### config.mk
export PLATFORM = sky130hd
export DESIGN_NAME = bsfeu_top
export DESIGN_NICKNAME = d
export VERILOG_FILES = /design/src/rtl/bsfeu_pkg.sv /design/src/rtl/bsfeu_top.sv
export SDC_FILE = /design/constraint.sdc
export NUM_CORES = 1
export LEC_CHECK = 0
export ABC_AREA = 1
export BUFFER_PORTS_ARGS = -buffer_cell sky130_fd_sc_hd__buf_4
export CAP_MARGIN = 20
export CORE_UTILIZATION = 45
export DETAILED_ROUTE_END_ITERATION = 7
export GPL_ROUTABILITY_DRIVEN = 0
export SYNTH_ARGS = -nofsm -noshare
export SYNTH_HDL_FRONTEND = slang
export SYNTH_SLANG_ARGS = --single-unit
### constraint.sdc
create_clock -name CLK_SYS -period 6 [get_ports CLK_SYS]
set_clock_uncertainty 0.2 [all_clocks]
set_input_delay 0.3 -clock CLK_SYS [delete_from_list [all_inputs] [get_ports CLK_SYS]]
set_output_delay 0.3 -clock CLK_SYS [all_outputs]
set_load 0.01 [all_outputs]
### src/rtl/bsfeu_pkg.sv
// package: register map, field layout, opcodes and flag positions
package bsfeu_pkg;

  // ****************************************************************
  // register byte addresses
  // ****************************************************************
  localparam logic [7:0] ADDR_CMD     = 8'h00;
  localparam logic [7:0] ADDR_OPERAND = 8'h04;
  localparam logic [7:0] ADDR_FLAGS   = 8'h08;
  localparam logic [7:0] ADDR_STATUS  = 8'h0C;
  localparam logic [7:0] ADDR_IO_BASE = 8'h20;
  localparam int         IO_COUNT     = 8;
  localparam int         IO_AW        = 3;

  // ****************************************************************
  // command register fields
  // ****************************************************************
  localparam int CMD_OP_LSB  = 0;
  localparam int CMD_BIT_LSB = 4;
  localparam int CMD_IO_LSB  = 8;

  // ****************************************************************
  // flag_register bit positions
  // ****************************************************************
  localparam int FLAG_C = 0;
  localparam int FLAG_Z = 1;
  localparam int FLAG_N = 2;
  localparam int FLAG_V = 3;
  localparam int FLAG_S = 4;
  localparam int FLAG_H = 5;
  localparam int FLAG_T = 6;
  localparam int FLAG_I = 7;

  // ****************************************************************
  // status register bits and reset values
  // ****************************************************************
  localparam int         STAT_BUSY   = 0;
  localparam int         STAT_BREAK  = 1;
  localparam int         STAT_SLEEP  = 2;
  localparam logic [7:0] FLAGS_RST   = 8'h00;
  localparam logic [7:0] OPERAND_RST = 8'h00;
  localparam logic [1:0] RESP_OKAY   = 2'h0;
  localparam logic [1:0] RESP_SLVERR = 2'h2;

  typedef enum logic [3:0] {
    OP_NOP, OP_SET_IO_BIT, OP_CLEAR_IO_BIT, OP_SHIFT_LEFT_LOGICAL,
    OP_SHIFT_RIGHT_LOGICAL, OP_ROTATE_LEFT_CARRY, OP_ROTATE_RIGHT_CARRY,
    OP_SHIFT_RIGHT_ARITHMETIC, OP_NIBBLE_SWAP,
    OP_STORE_REG_BIT_TO_TRANSFER_FLAG, OP_LOAD_TRANSFER_FLAG_TO_REG_BIT,
    OP_FLAG_SET, OP_FLAG_CLEAR, OP_SLEEP, OP_WATCHDOG_RESTART_OP,
    OP_DEBUG_BREAK
  } bsfeu_op_t;

  typedef enum logic [1:0] {
    SEL_CMD, SEL_OPERAND, SEL_FLAGS, SEL_STATUS
  } bsfeu_sel_t;

  typedef enum {ST_IDLE, ST_EXEC, ST_IO_WR} bsfeu_state_t;

endpackage

### src/rtl/bsfeu_top.sv
// execution unit for bit, shift, flag and mcu-control instructions
//
// The implementer's own choices: the AXI4-Lite slave port and the register offsets.
`timescale 1ns/1ps

// Function
// RULE1: set_io_bit forces addressed io bit to one, no flags, two cycles.
// RULE2: clear_io_bit forces addressed io bit to zero, no flags, two cycles.
// RULE3: shift left logical, zero into bit 0, updates Z C N V, one cycle.
// RULE4: shift right logical, zero into bit 7, updates Z C N V, one cycle.
// RULE5: rotate left through carry, old bit 7 into carry, one cycle.
// RULE6: rotate right through carry, old bit 0 into carry, one cycle.
// RULE7: arithmetic shift right keeps bit 7, updates Z C N V, one cycle.
// RULE8: nibble swap exchanges halves, no flags changed, one cycle.
// RULE9: copy selected operand bit into transfer flag only, one cycle.
// RULE10: write transfer flag into selected operand bit, no flags, one cycle.
// RULE11: set or clear overflow flag only.
// RULE12: set or clear signed test flag only, one cycle.
// RULE13: set or clear half carry flag only, one cycle.
// RULE14: sleep takes one cycle, no flags; sleep logic lives elsewhere.
// RULE15: watchdog restart takes one cycle, no flags, signals watchdog.
// RULE16: debug break only signals debug facility, no flags changed.
// RULE17: set or clear carry, zero, negative, transfer flag only, one cycle.
// RULE18: enable or disable global interrupt flag only, one cycle.
module bsfeu_top
  import bsfeu_pkg::*;
(
  input  wire logic        CLK_SYS,
  input  wire logic        RESET,
  input  wire logic [7:0]  S_AXI_AWADDR,
  input  wire logic        S_AXI_AWVALID,
  output logic             S_AXI_AWREADY,
  input  wire logic [31:0] S_AXI_WDATA,
  input  wire logic [3:0]  S_AXI_WSTRB,
  input  wire logic        S_AXI_WVALID,
  output logic             S_AXI_WREADY,
  output logic [1:0]       S_AXI_BRESP,
  output logic             S_AXI_BVALID,
  input  wire logic        S_AXI_BREADY,
  input  wire logic [7:0]  S_AXI_ARADDR,
  input  wire logic        S_AXI_ARVALID,
  output logic             S_AXI_ARREADY,
  output logic [31:0]      S_AXI_RDATA,
  output logic [1:0]       S_AXI_RRESP,
  output logic             S_AXI_RVALID,
  input  wire logic        S_AXI_RREADY,
  output logic             WDT_RESTART,
  output logic             SLEEP_REQ,
  output logic             DEBUG_BREAK,
  output logic             BUSY
);

  // ****************************************************************
  // decode helpers
  // ****************************************************************
  function automatic logic [7:0] bit_mask(input logic [2:0] idx);
    bit_mask = 8'h01 << idx;
  endfunction

  function automatic logic is_io(input logic [7:0] addr);
    is_io = (addr[7:5] == ADDR_IO_BASE[7:5]) && (addr[1:0] == 2'h0);
  endfunction

  function automatic logic is_ctl(input logic [7:0] addr);
    is_ctl = (addr[7:4] == 4'h0) && (addr[1:0] == 2'h0);
  endfunction

  function automatic bsfeu_sel_t reg_sel(input logic [7:0] addr);
    reg_sel = bsfeu_sel_t'(addr[3:2]);
  endfunction

  // ****************************************************************
  // state
  // ****************************************************************
  bsfeu_state_t state_reg;
  logic [7:0]   operand_reg;
  logic [7:0]   operand_next;
  logic [7:0]   flags_reg;
  logic [7:0]   flags_next;
  logic [3:0]   cmd_op_reg;
  logic [2:0]   cmd_bit_reg;
  logic [2:0]   cmd_io_reg;
  logic [7:0]   io_tmp_reg;
  logic [7:0]   io_mem_reg [IO_COUNT];
  logic         break_seen_reg;
  logic         sleep_seen_reg;
  logic         busy_reg;

  logic [7:0]   aw_addr_reg;
  logic [31:0]  w_data_reg;
  logic [3:0]   w_strb_reg;
  logic         aw_got_reg;
  logic         w_got_reg;
  logic         awready_reg;
  logic         wready_reg;
  logic         bvalid_reg;
  logic [1:0]   bresp_reg;
  logic         arready_reg;
  logic         rvalid_reg;
  logic [31:0]  rdata_reg;
  logic [1:0]   rresp_reg;
  logic         wdt_reg;
  logic         sleep_reg;
  logic         break_reg;

  bsfeu_op_t    op;
  logic         exec;
  logic         wr_fire;
  logic [31:0]  wr_data;
  logic         wr_cmd;
  logic         wr_operand;
  logic         wr_flags;
  logic         wr_status;
  logic         wr_io;
  logic [7:0]   res;
  logic         c_new;

  assign op      = bsfeu_op_t'(cmd_op_reg);
  assign exec    = (state_reg == ST_EXEC);
  assign wr_fire = aw_got_reg && w_got_reg && !bvalid_reg;

  // byte lanes without strobe keep their zero, registers use low lanes
  assign wr_data = w_data_reg & {{8{w_strb_reg[3]}}, {8{w_strb_reg[2]}},
                                 {8{w_strb_reg[1]}}, {8{w_strb_reg[0]}}};
  assign wr_cmd     = wr_fire && is_ctl(aw_addr_reg)
                      && reg_sel(aw_addr_reg) == SEL_CMD;
  assign wr_operand = wr_fire && is_ctl(aw_addr_reg)
                      && reg_sel(aw_addr_reg) == SEL_OPERAND
                      && w_strb_reg[0];
  assign wr_flags   = wr_fire && is_ctl(aw_addr_reg)
                      && reg_sel(aw_addr_reg) == SEL_FLAGS
                      && w_strb_reg[0];
  assign wr_status  = wr_fire && is_ctl(aw_addr_reg)
                      && reg_sel(aw_addr_reg) == SEL_STATUS;
  assign wr_io      = wr_fire && is_io(aw_addr_reg) && w_strb_reg[0];

  // ****************************************************************
  // datapath: result and flags of the current instruction
  // ****************************************************************
  always_comb begin
    res          = operand_reg;
    c_new        = flags_reg[FLAG_C];
    operand_next = operand_reg;
    flags_next   = flags_reg;
    unique case (op)
      OP_SHIFT_LEFT_LOGICAL: begin
        res   = {operand_reg[6:0], 1'b0};                      // RULE3
        c_new = operand_reg[7];
      end
      OP_SHIFT_RIGHT_LOGICAL: begin
        res   = {1'b0, operand_reg[7:1]};                      // RULE4
        c_new = operand_reg[0];
      end
      OP_ROTATE_LEFT_CARRY: begin
        res   = {operand_reg[6:0], flags_reg[FLAG_C]};         // RULE5
        c_new = operand_reg[7];
      end
      OP_ROTATE_RIGHT_CARRY: begin
        res   = {flags_reg[FLAG_C], operand_reg[7:1]};         // RULE6
        c_new = operand_reg[0];
      end
      OP_SHIFT_RIGHT_ARITHMETIC: begin
        res   = {operand_reg[7], operand_reg[7:1]};            // RULE7
        c_new = operand_reg[0];
      end
      OP_NIBBLE_SWAP: begin
        res = {operand_reg[3:0], operand_reg[7:4]};            // RULE8
      end
      OP_LOAD_TRANSFER_FLAG_TO_REG_BIT: begin
        res = flags_reg[FLAG_T]                                // RULE10
              ? (operand_reg | bit_mask(cmd_bit_reg))
              : (operand_reg & ~bit_mask(cmd_bit_reg));
      end
      OP_NOP, OP_SET_IO_BIT, OP_CLEAR_IO_BIT,
      OP_STORE_REG_BIT_TO_TRANSFER_FLAG, OP_FLAG_SET, OP_FLAG_CLEAR,
      OP_SLEEP, OP_WATCHDOG_RESTART_OP, OP_DEBUG_BREAK: begin
      end
    endcase
    unique case (op)
      OP_SHIFT_LEFT_LOGICAL, OP_SHIFT_RIGHT_LOGICAL,
      OP_ROTATE_LEFT_CARRY, OP_ROTATE_RIGHT_CARRY,
      OP_SHIFT_RIGHT_ARITHMETIC: begin
        // only Z C N V move; S and H stay as they were
        operand_next       = res;                       // RULE3 RULE4
        flags_next[FLAG_C] = c_new;                     // RULE5 RULE6
        flags_next[FLAG_Z] = (res == 8'h00);            // RULE7
        flags_next[FLAG_N] = res[7];
        flags_next[FLAG_V] = res[7] ^ c_new;
      end
      OP_NIBBLE_SWAP, OP_LOAD_TRANSFER_FLAG_TO_REG_BIT: begin
        operand_next = res;                                    // RULE8
      end
      OP_STORE_REG_BIT_TO_TRANSFER_FLAG: begin
        flags_next[FLAG_T] = |(operand_reg & bit_mask(cmd_bit_reg)); // RULE9
      end
      OP_FLAG_SET: begin
        // bit index picks C Z N V S H T I
        flags_next = flags_reg | bit_mask(cmd_bit_reg); // RULE11 RULE12
      end
      OP_FLAG_CLEAR: begin
        flags_next = flags_reg & ~bit_mask(cmd_bit_reg); // RULE13 RULE17
      end
      OP_NOP, OP_SET_IO_BIT, OP_CLEAR_IO_BIT, OP_SLEEP,
      OP_WATCHDOG_RESTART_OP, OP_DEBUG_BREAK: begin
      end
    endcase
  end

  // ****************************************************************
  // sequencer: one execute cycle, io bit ops add a write-back cycle
  // ****************************************************************
  always_ff @(posedge CLK_SYS or posedge RESET) begin
    if (RESET) begin
      state_reg <= ST_IDLE;
    end else begin
      unique case (state_reg)
        ST_IDLE: begin
          if (wr_cmd) begin
            state_reg <= ST_EXEC;
          end
        end
        ST_EXEC: begin
          if (op == OP_SET_IO_BIT || op == OP_CLEAR_IO_BIT) begin
            state_reg <= ST_IO_WR;                       // RULE1 RULE2
          end else begin
            state_reg <= ST_IDLE;                        // RULE14 RULE15
          end
        end
        ST_IO_WR: begin
          state_reg <= ST_IDLE;
        end
      endcase
    end
  end

  // a command written while busy is dropped; software polls busy first
  always_ff @(posedge CLK_SYS or posedge RESET) begin
    if (RESET) begin
      cmd_op_reg  <= 4'h0;
      cmd_bit_reg <= 3'h0;
      cmd_io_reg  <= 3'h0;
    end else if (wr_cmd && state_reg == ST_IDLE) begin
      cmd_op_reg  <= wr_data[CMD_OP_LSB +: 4];
      cmd_bit_reg <= wr_data[CMD_BIT_LSB +: 3];
      cmd_io_reg  <= wr_data[CMD_IO_LSB +: 3];
    end
  end

  always_ff @(posedge CLK_SYS or posedge RESET) begin
    if (RESET) begin
      busy_reg <= 1'b0;
    end else begin
      busy_reg <= (state_reg == ST_IDLE) ? wr_cmd
                : !(exec && op != OP_SET_IO_BIT && op != OP_CLEAR_IO_BIT
                    || state_reg == ST_IO_WR);
    end
  end

  // execution wins over a software write in the same cycle
  always_ff @(posedge CLK_SYS or posedge RESET) begin
    if (RESET) begin
      operand_reg <= OPERAND_RST;
    end else if (exec) begin
      operand_reg <= operand_next;
    end else if (wr_operand) begin
      operand_reg <= wr_data[7:0];
    end
  end

  always_ff @(posedge CLK_SYS or posedge RESET) begin
    if (RESET) begin
      flags_reg <= FLAGS_RST;
    end else if (exec) begin
      flags_reg <= flags_next;                           // RULE18 RULE16
    end else if (wr_flags) begin
      flags_reg <= wr_data[7:0];
    end
  end

  // ****************************************************************
  // io space: read in execute, modified bit written back next cycle
  // ****************************************************************
  always_ff @(posedge CLK_SYS or posedge RESET) begin
    if (RESET) begin
      io_tmp_reg <= 8'h00;
    end else if (exec) begin
      io_tmp_reg <= io_mem_reg[cmd_io_reg];
    end
  end

  always_ff @(posedge CLK_SYS or posedge RESET) begin
    if (RESET) begin
      for (int i = 0; i < IO_COUNT; i++) begin
        io_mem_reg[i] <= 8'h00;
      end
    end else if (state_reg == ST_IO_WR) begin
      io_mem_reg[cmd_io_reg] <= (op == OP_SET_IO_BIT)
        ? (io_tmp_reg | bit_mask(cmd_bit_reg))                 // RULE1
        : (io_tmp_reg & ~bit_mask(cmd_bit_reg));               // RULE2
    end else if (wr_io) begin
      io_mem_reg[aw_addr_reg[2 +: IO_AW]] <= wr_data[7:0];
    end
  end

  // ****************************************************************
  // control pulses and sticky status; hardware set beats clear
  // ****************************************************************
  always_ff @(posedge CLK_SYS or posedge RESET) begin
    if (RESET) begin
      wdt_reg   <= 1'b0;
      sleep_reg <= 1'b0;
      break_reg <= 1'b0;
    end else begin
      wdt_reg   <= exec && op == OP_WATCHDOG_RESTART_OP;       // RULE15
      sleep_reg <= exec && op == OP_SLEEP;                     // RULE14
      break_reg <= exec && op == OP_DEBUG_BREAK;               // RULE16
    end
  end

  always_ff @(posedge CLK_SYS or posedge RESET) begin
    if (RESET) begin
      break_seen_reg <= 1'b0;
      sleep_seen_reg <= 1'b0;
    end else begin
      break_seen_reg <= break_reg || break_seen_reg
                        && !(wr_status && wr_data[STAT_BREAK]);
      sleep_seen_reg <= sleep_reg || sleep_seen_reg
                        && !(wr_status && wr_data[STAT_SLEEP]);
    end
  end

  // ****************************************************************
  // axi4-lite write channel
  // ****************************************************************
  always_ff @(posedge CLK_SYS or posedge RESET) begin
    if (RESET) begin
      aw_got_reg  <= 1'b0;
      w_got_reg   <= 1'b0;
      awready_reg <= 1'b0;
      wready_reg  <= 1'b0;
      aw_addr_reg <= 8'h00;
      w_data_reg  <= 32'h0;
      w_strb_reg  <= 4'h0;
    end else if (bvalid_reg && S_AXI_BREADY) begin
      aw_got_reg  <= 1'b0;
      w_got_reg   <= 1'b0;
      awready_reg <= 1'b1;
      wready_reg  <= 1'b1;
    end else begin
      if (!aw_got_reg && !bvalid_reg) begin
        awready_reg <= !(S_AXI_AWVALID && awready_reg);
      end
      if (!w_got_reg && !bvalid_reg) begin
        wready_reg <= !(S_AXI_WVALID && wready_reg);
      end
      if (S_AXI_AWVALID && awready_reg) begin
        aw_got_reg  <= 1'b1;
        aw_addr_reg <= S_AXI_AWADDR;
      end
      if (S_AXI_WVALID && wready_reg) begin
        w_got_reg  <= 1'b1;
        w_data_reg <= S_AXI_WDATA;
        w_strb_reg <= S_AXI_WSTRB;
      end
    end
  end

  always_ff @(posedge CLK_SYS or posedge RESET) begin
    if (RESET) begin
      bvalid_reg <= 1'b0;
      bresp_reg  <= RESP_OKAY;
    end else if (wr_fire) begin
      bvalid_reg <= 1'b1;
      bresp_reg  <= (is_ctl(aw_addr_reg) || is_io(aw_addr_reg))
                    ? RESP_OKAY : RESP_SLVERR;
    end else if (S_AXI_BREADY) begin
      bvalid_reg <= 1'b0;
    end
  end

  // ****************************************************************
  // axi4-lite read channel
  // ****************************************************************
  always_ff @(posedge CLK_SYS or posedge RESET) begin
    if (RESET) begin
      arready_reg <= 1'b0;
      rvalid_reg  <= 1'b0;
      rdata_reg   <= 32'h0;
      rresp_reg   <= RESP_OKAY;
    end else if (rvalid_reg) begin
      rvalid_reg  <= !S_AXI_RREADY;
      arready_reg <= S_AXI_RREADY;
    end else if (S_AXI_ARVALID && arready_reg) begin
      arready_reg <= 1'b0;
      rvalid_reg  <= 1'b1;
      rresp_reg   <= RESP_OKAY;
      rdata_reg   <= 32'h0;
      if (is_io(S_AXI_ARADDR)) begin
        rdata_reg[7:0] <= io_mem_reg[S_AXI_ARADDR[2 +: IO_AW]];
      end else if (is_ctl(S_AXI_ARADDR)) begin
        unique case (reg_sel(S_AXI_ARADDR))
          SEL_CMD:     rdata_reg[10:0] <= {cmd_io_reg, 1'b0,
                                           cmd_bit_reg, cmd_op_reg};
          SEL_OPERAND: rdata_reg[7:0]  <= operand_reg;
          SEL_FLAGS:   rdata_reg[7:0]  <= flags_reg;
          SEL_STATUS:  rdata_reg[2:0]  <= {sleep_seen_reg,
                                           break_seen_reg, busy_reg};
        endcase
      end else begin
        rresp_reg <= RESP_SLVERR;
      end
    end else begin
      arready_reg <= 1'b1;
    end
  end

  assign S_AXI_AWREADY = awready_reg;
  assign S_AXI_WREADY  = wready_reg;
  assign S_AXI_BVALID  = bvalid_reg;
  assign S_AXI_BRESP   = bresp_reg;
  assign S_AXI_ARREADY = arready_reg;
  assign S_AXI_RVALID  = rvalid_reg;
  assign S_AXI_RDATA   = rdata_reg;
  assign S_AXI_RRESP   = rresp_reg;
  assign WDT_RESTART   = wdt_reg;
  assign SLEEP_REQ     = sleep_reg;
  assign DEBUG_BREAK   = break_reg;
  assign BUSY          = busy_reg;

endmodule // bsfeu_top

==> results by group <==
Worst setup path
  – Crit path kind: in -> reg
  – CP dominant cell by count: a21oi_1
  – CP max-delay cell: clkinv_1
  – R2r startpoint: cmd_io_reg[0]
  – Crit path launch: S_AXI_ARADDR[2]
  – Startpoint types: input port
  – CP Data Arrival Time: 3.09 ns
  – Crit. End Element: flip-flop
  – CP required: 6.16 ns
  – Worst stage delay on the critical path: 0.88 ns
  – Worst path cell trace: buf_4 > nor2_1 > clkinv_1 > o22ai_1 > a21oi_1 > o211ai_1 > o311ai_0 > a21oi_1
  – CP bufs+invs: 2
  – CP top delay family: compound AO/OA/AOI/OAI gates
  – Crit Path Max Fanout: 17

Layout
  – Most frequent cells in the layout: 216 x nand2_1, 147 x dfrtp_1, 134 x nor2_1
  – Post-layout util: 0.529
  – Multi-input logic area: 4100 sq um
  – P&R area growth vs syn: 15.3%
  – ANT cells: 0
  – Non-Filler Instances: 1438
  – Most common cell after layout, fill and taps aside: nand2_1
  – Post-layout nets: 1253
  – Fillers: 1863
  – Ratio of cells with drive above 1 in the final layout: 0.115
  – Max reg flops: 64
  – FF/Latch Area: 3680 sq um

Timing
  – RSZ-0062 raised after global routing: false
  – Setup_tns: 0 ns
  – Final Cycle Share: 0.488
  – Setup-failing EPs final: 0
  – Pins Over Slew Limit: 0
  – Relative slew slack: 0.364
  – Max Fclk: 341 MHz
  – Min Tclk post-route: 2.93 ns
  – Final hold slack: 0.0732 ns
  – Hold Fails Final Rpt: 0
  – Worst Max-Slew Pin Slew: 0.942 ns

GRT
  – First-pass GRT wire length: 45.1 mm
  – Vias in the first global route: 7960
  – Largest net degree at the start of global routing: 94
  – Gr usage total: 0.305
  – GRT overflow: 0
  – Initial antenna violation count: 0

Power and ir drop
  – Power per cell area: 352 nW/um^2
  – P_leak: 4.56 nW
  – VDD IR max: 0.000218 V
  – Internal power: 0.00215 W
  – Switching Power: 0.00133 W
  – Switching portion of total power: 0.382
  – Gate power share: 0.292
  – Sequential share of power: 0.392
  – Clock Power Share: 0.316

Hold path
  – Hold Path Class: in -> reg
  – Worst hold start: S_AXI_ARADDR[5]

Detailed routing
  – Routed wire length: 29.2 mm
  – Remaining DRCs: 0
  – Drt first pass iters: 6
  – Wire length per cell: 20.3 um
  – Detail Route Antenna Nets: 0
  – DR iter-0 viols: 1097
  – Via count: 8477
  – DR vias/cell: 5.89

Floorplan
  – Row cnt: 50
  – Core Area: 18600 sq um
  – Die area: 19600 sq um
  – Initial Util: 0.459
  – Die H: 140 um
  – Die Width: 140 um
  – Io pins: 104

Synthesis
  – Synthesized instance count: 1130
  – Sequential area share after synthesis: 0.430
  – Syn Area/Cell: 7.57 sq um
  – Seq cells post-synth: 147
  – Mapped cell area: 8560 sq um
  – Post-synth cell types: 43
  – Ys Warns: 0

Clock network
  – CTS buffer count: 17
  – Sink Count: 147
  – Worst-path clk slew: 0.06 ns
  – CTS Buffer Depth: 2
  – Later-pin clock latency in the skew report: 0.44 ns
  – CTS tree: done
  – Hold buffer count at CTS: 25
  – Post-CTS setup repair buffer count: 0
  – Clock Tree Root: clkbuf_16
  – Post-CTS sizing: 0
  – Htree depth: 4

Status
  – Run status: finished, final reports clean

Placed design
  – DP Cell Count: 1381
  – PortBufs: 57
  – Post-detail-place hpwl: 19.8 mm

Job
  – Total of max-cap violations: 0
==> logic make-up after synthesis <==
logic type,after synthesis,synth area share
flip-flops,147,0.430
AND/OR/NAND/NOR,445,0.221
adder cells (fa/ha/maj),3,0.00439
multiplexers,12,0.0167
buffers and inverters,196,0.101
AO/OA/AOI/OAI,326,0.226
other,1,0.000438
==> final cells by class <==
type,instances,area share
Sequential cell,147,0.373
Timing Repair Buffer,86,0.0718
Clock inverter,15,0.0171
Multi-Input combinational cell,809,0.415
Tap cell,234,0.0297
Clock buffer,17,0.0431
Inverter,130,0.0506
==> path summary, 6_finish.rpt <==
path                            slack (ns)              to  cells past startpoint
worst max-delay path                  3.07  S_AXI_RDATA[7]                      8
worst min-delay path                  0.07  S_AXI_RRESP[1]                      3
worst max register to register        3.10  io_mem_reg[61]                      6
worst min register to register        0.28   w_data_reg[1]                      2
max in group asynchronous             4.03  io_mem_reg[13]                      4
min in group asynchronous             0.37  sleep_seen_reg                      3
==> worst reg2reg max path, cell delays in order (launching register included) <==
cell and delay [ns]:
dfrtp_1 0.33, buf_4 0.30, clkinv_1 0.40, nand3_1 0.53, nand2_1 0.10, nand2_1 0.53, mux2_2 0.41
==> synthesized netlist by cell type <==
master       n  area share
o21ai_0     60       0.035
clkinv_4     1      0.0010
nand3_2      5      0.0058
o21ai_1     13      0.0076
nand2_2      8      0.0058
o21bai_2     1      0.0013
a21oi_1     86       0.050
a31oi_1     12      0.0088
a22oi_1      2      0.0018
nor2_1     134       0.059
o22ai_1     98       0.072
or2_2        1     0.00073
buf_4       23       0.020
o31ai_1     10      0.0088
o221ai_1     8      0.0082
nand2_1    216       0.095
a2bb2oi_1    1      0.0010
inv_2        5      0.0022
a211oi_1    14       0.012
buf_1        2     0.00088
or2_1        2      0.0015
clkinv_2     1     0.00058
nor2_4       3      0.0039
clkinv_1     5      0.0022
nor3_1       3      0.0018
buf_2       18       0.011
clkbuf_1    21      0.0092
mux2_4       2      0.0035
inv_1      118       0.052
dfrtp_1    147        0.43
o311ai_0     4      0.0041
nor3_4       1      0.0019
ha_1         3      0.0044
nor2_2       5      0.0037
conb_1       1     0.00044
o211ai_1    12       0.011
o2111ai_1    3      0.0031
nor4_2       2      0.0029
a2111oi_0    2      0.0020
nand4_1      9      0.0066
nand3_1     56       0.033
buf_6        2      0.0026
mux2_2      10       0.013
==> metal layers <==
layer | vias up | share of wire | GRT usage
li1 | 3961 | - | -
met1 | 3953 | 0.42 | 0.413
met2 | 486 | 0.45 | 0.478
met3 | 77 | 0.099 | 0.0694
met4 | 0 | 0.033 | 0.113
met5 | - | 0 | 0
==> power by group through the flow <==
stage	clock network, W	registers [W]	logic [W]
final	0.00110	0.00136	0.00102
after global routing	0.00115	0.00139	0.00112
after CTS	0.00111	0.00136	0.000998
after detailed placement	0	0.00138	0.000984
after global placement	0	0.00137	0.000977
after floorplan	0	0.00134	0.000660
==> per-stage QoR <==
stage          area, sq um  total power (W)  worst slack [ns]
2_1_floorplan         8640          0.00200              1.55
3_3_place_gp          9020          0.00235              2.80
3_5_place_dp          9020          0.00236              2.82
4_1_cts               9870          0.00346              3.18
5_1_grt               9870          0.00366              2.97
6_report              9870          0.00347              3.07
Power figures use the tool's default switching activity.
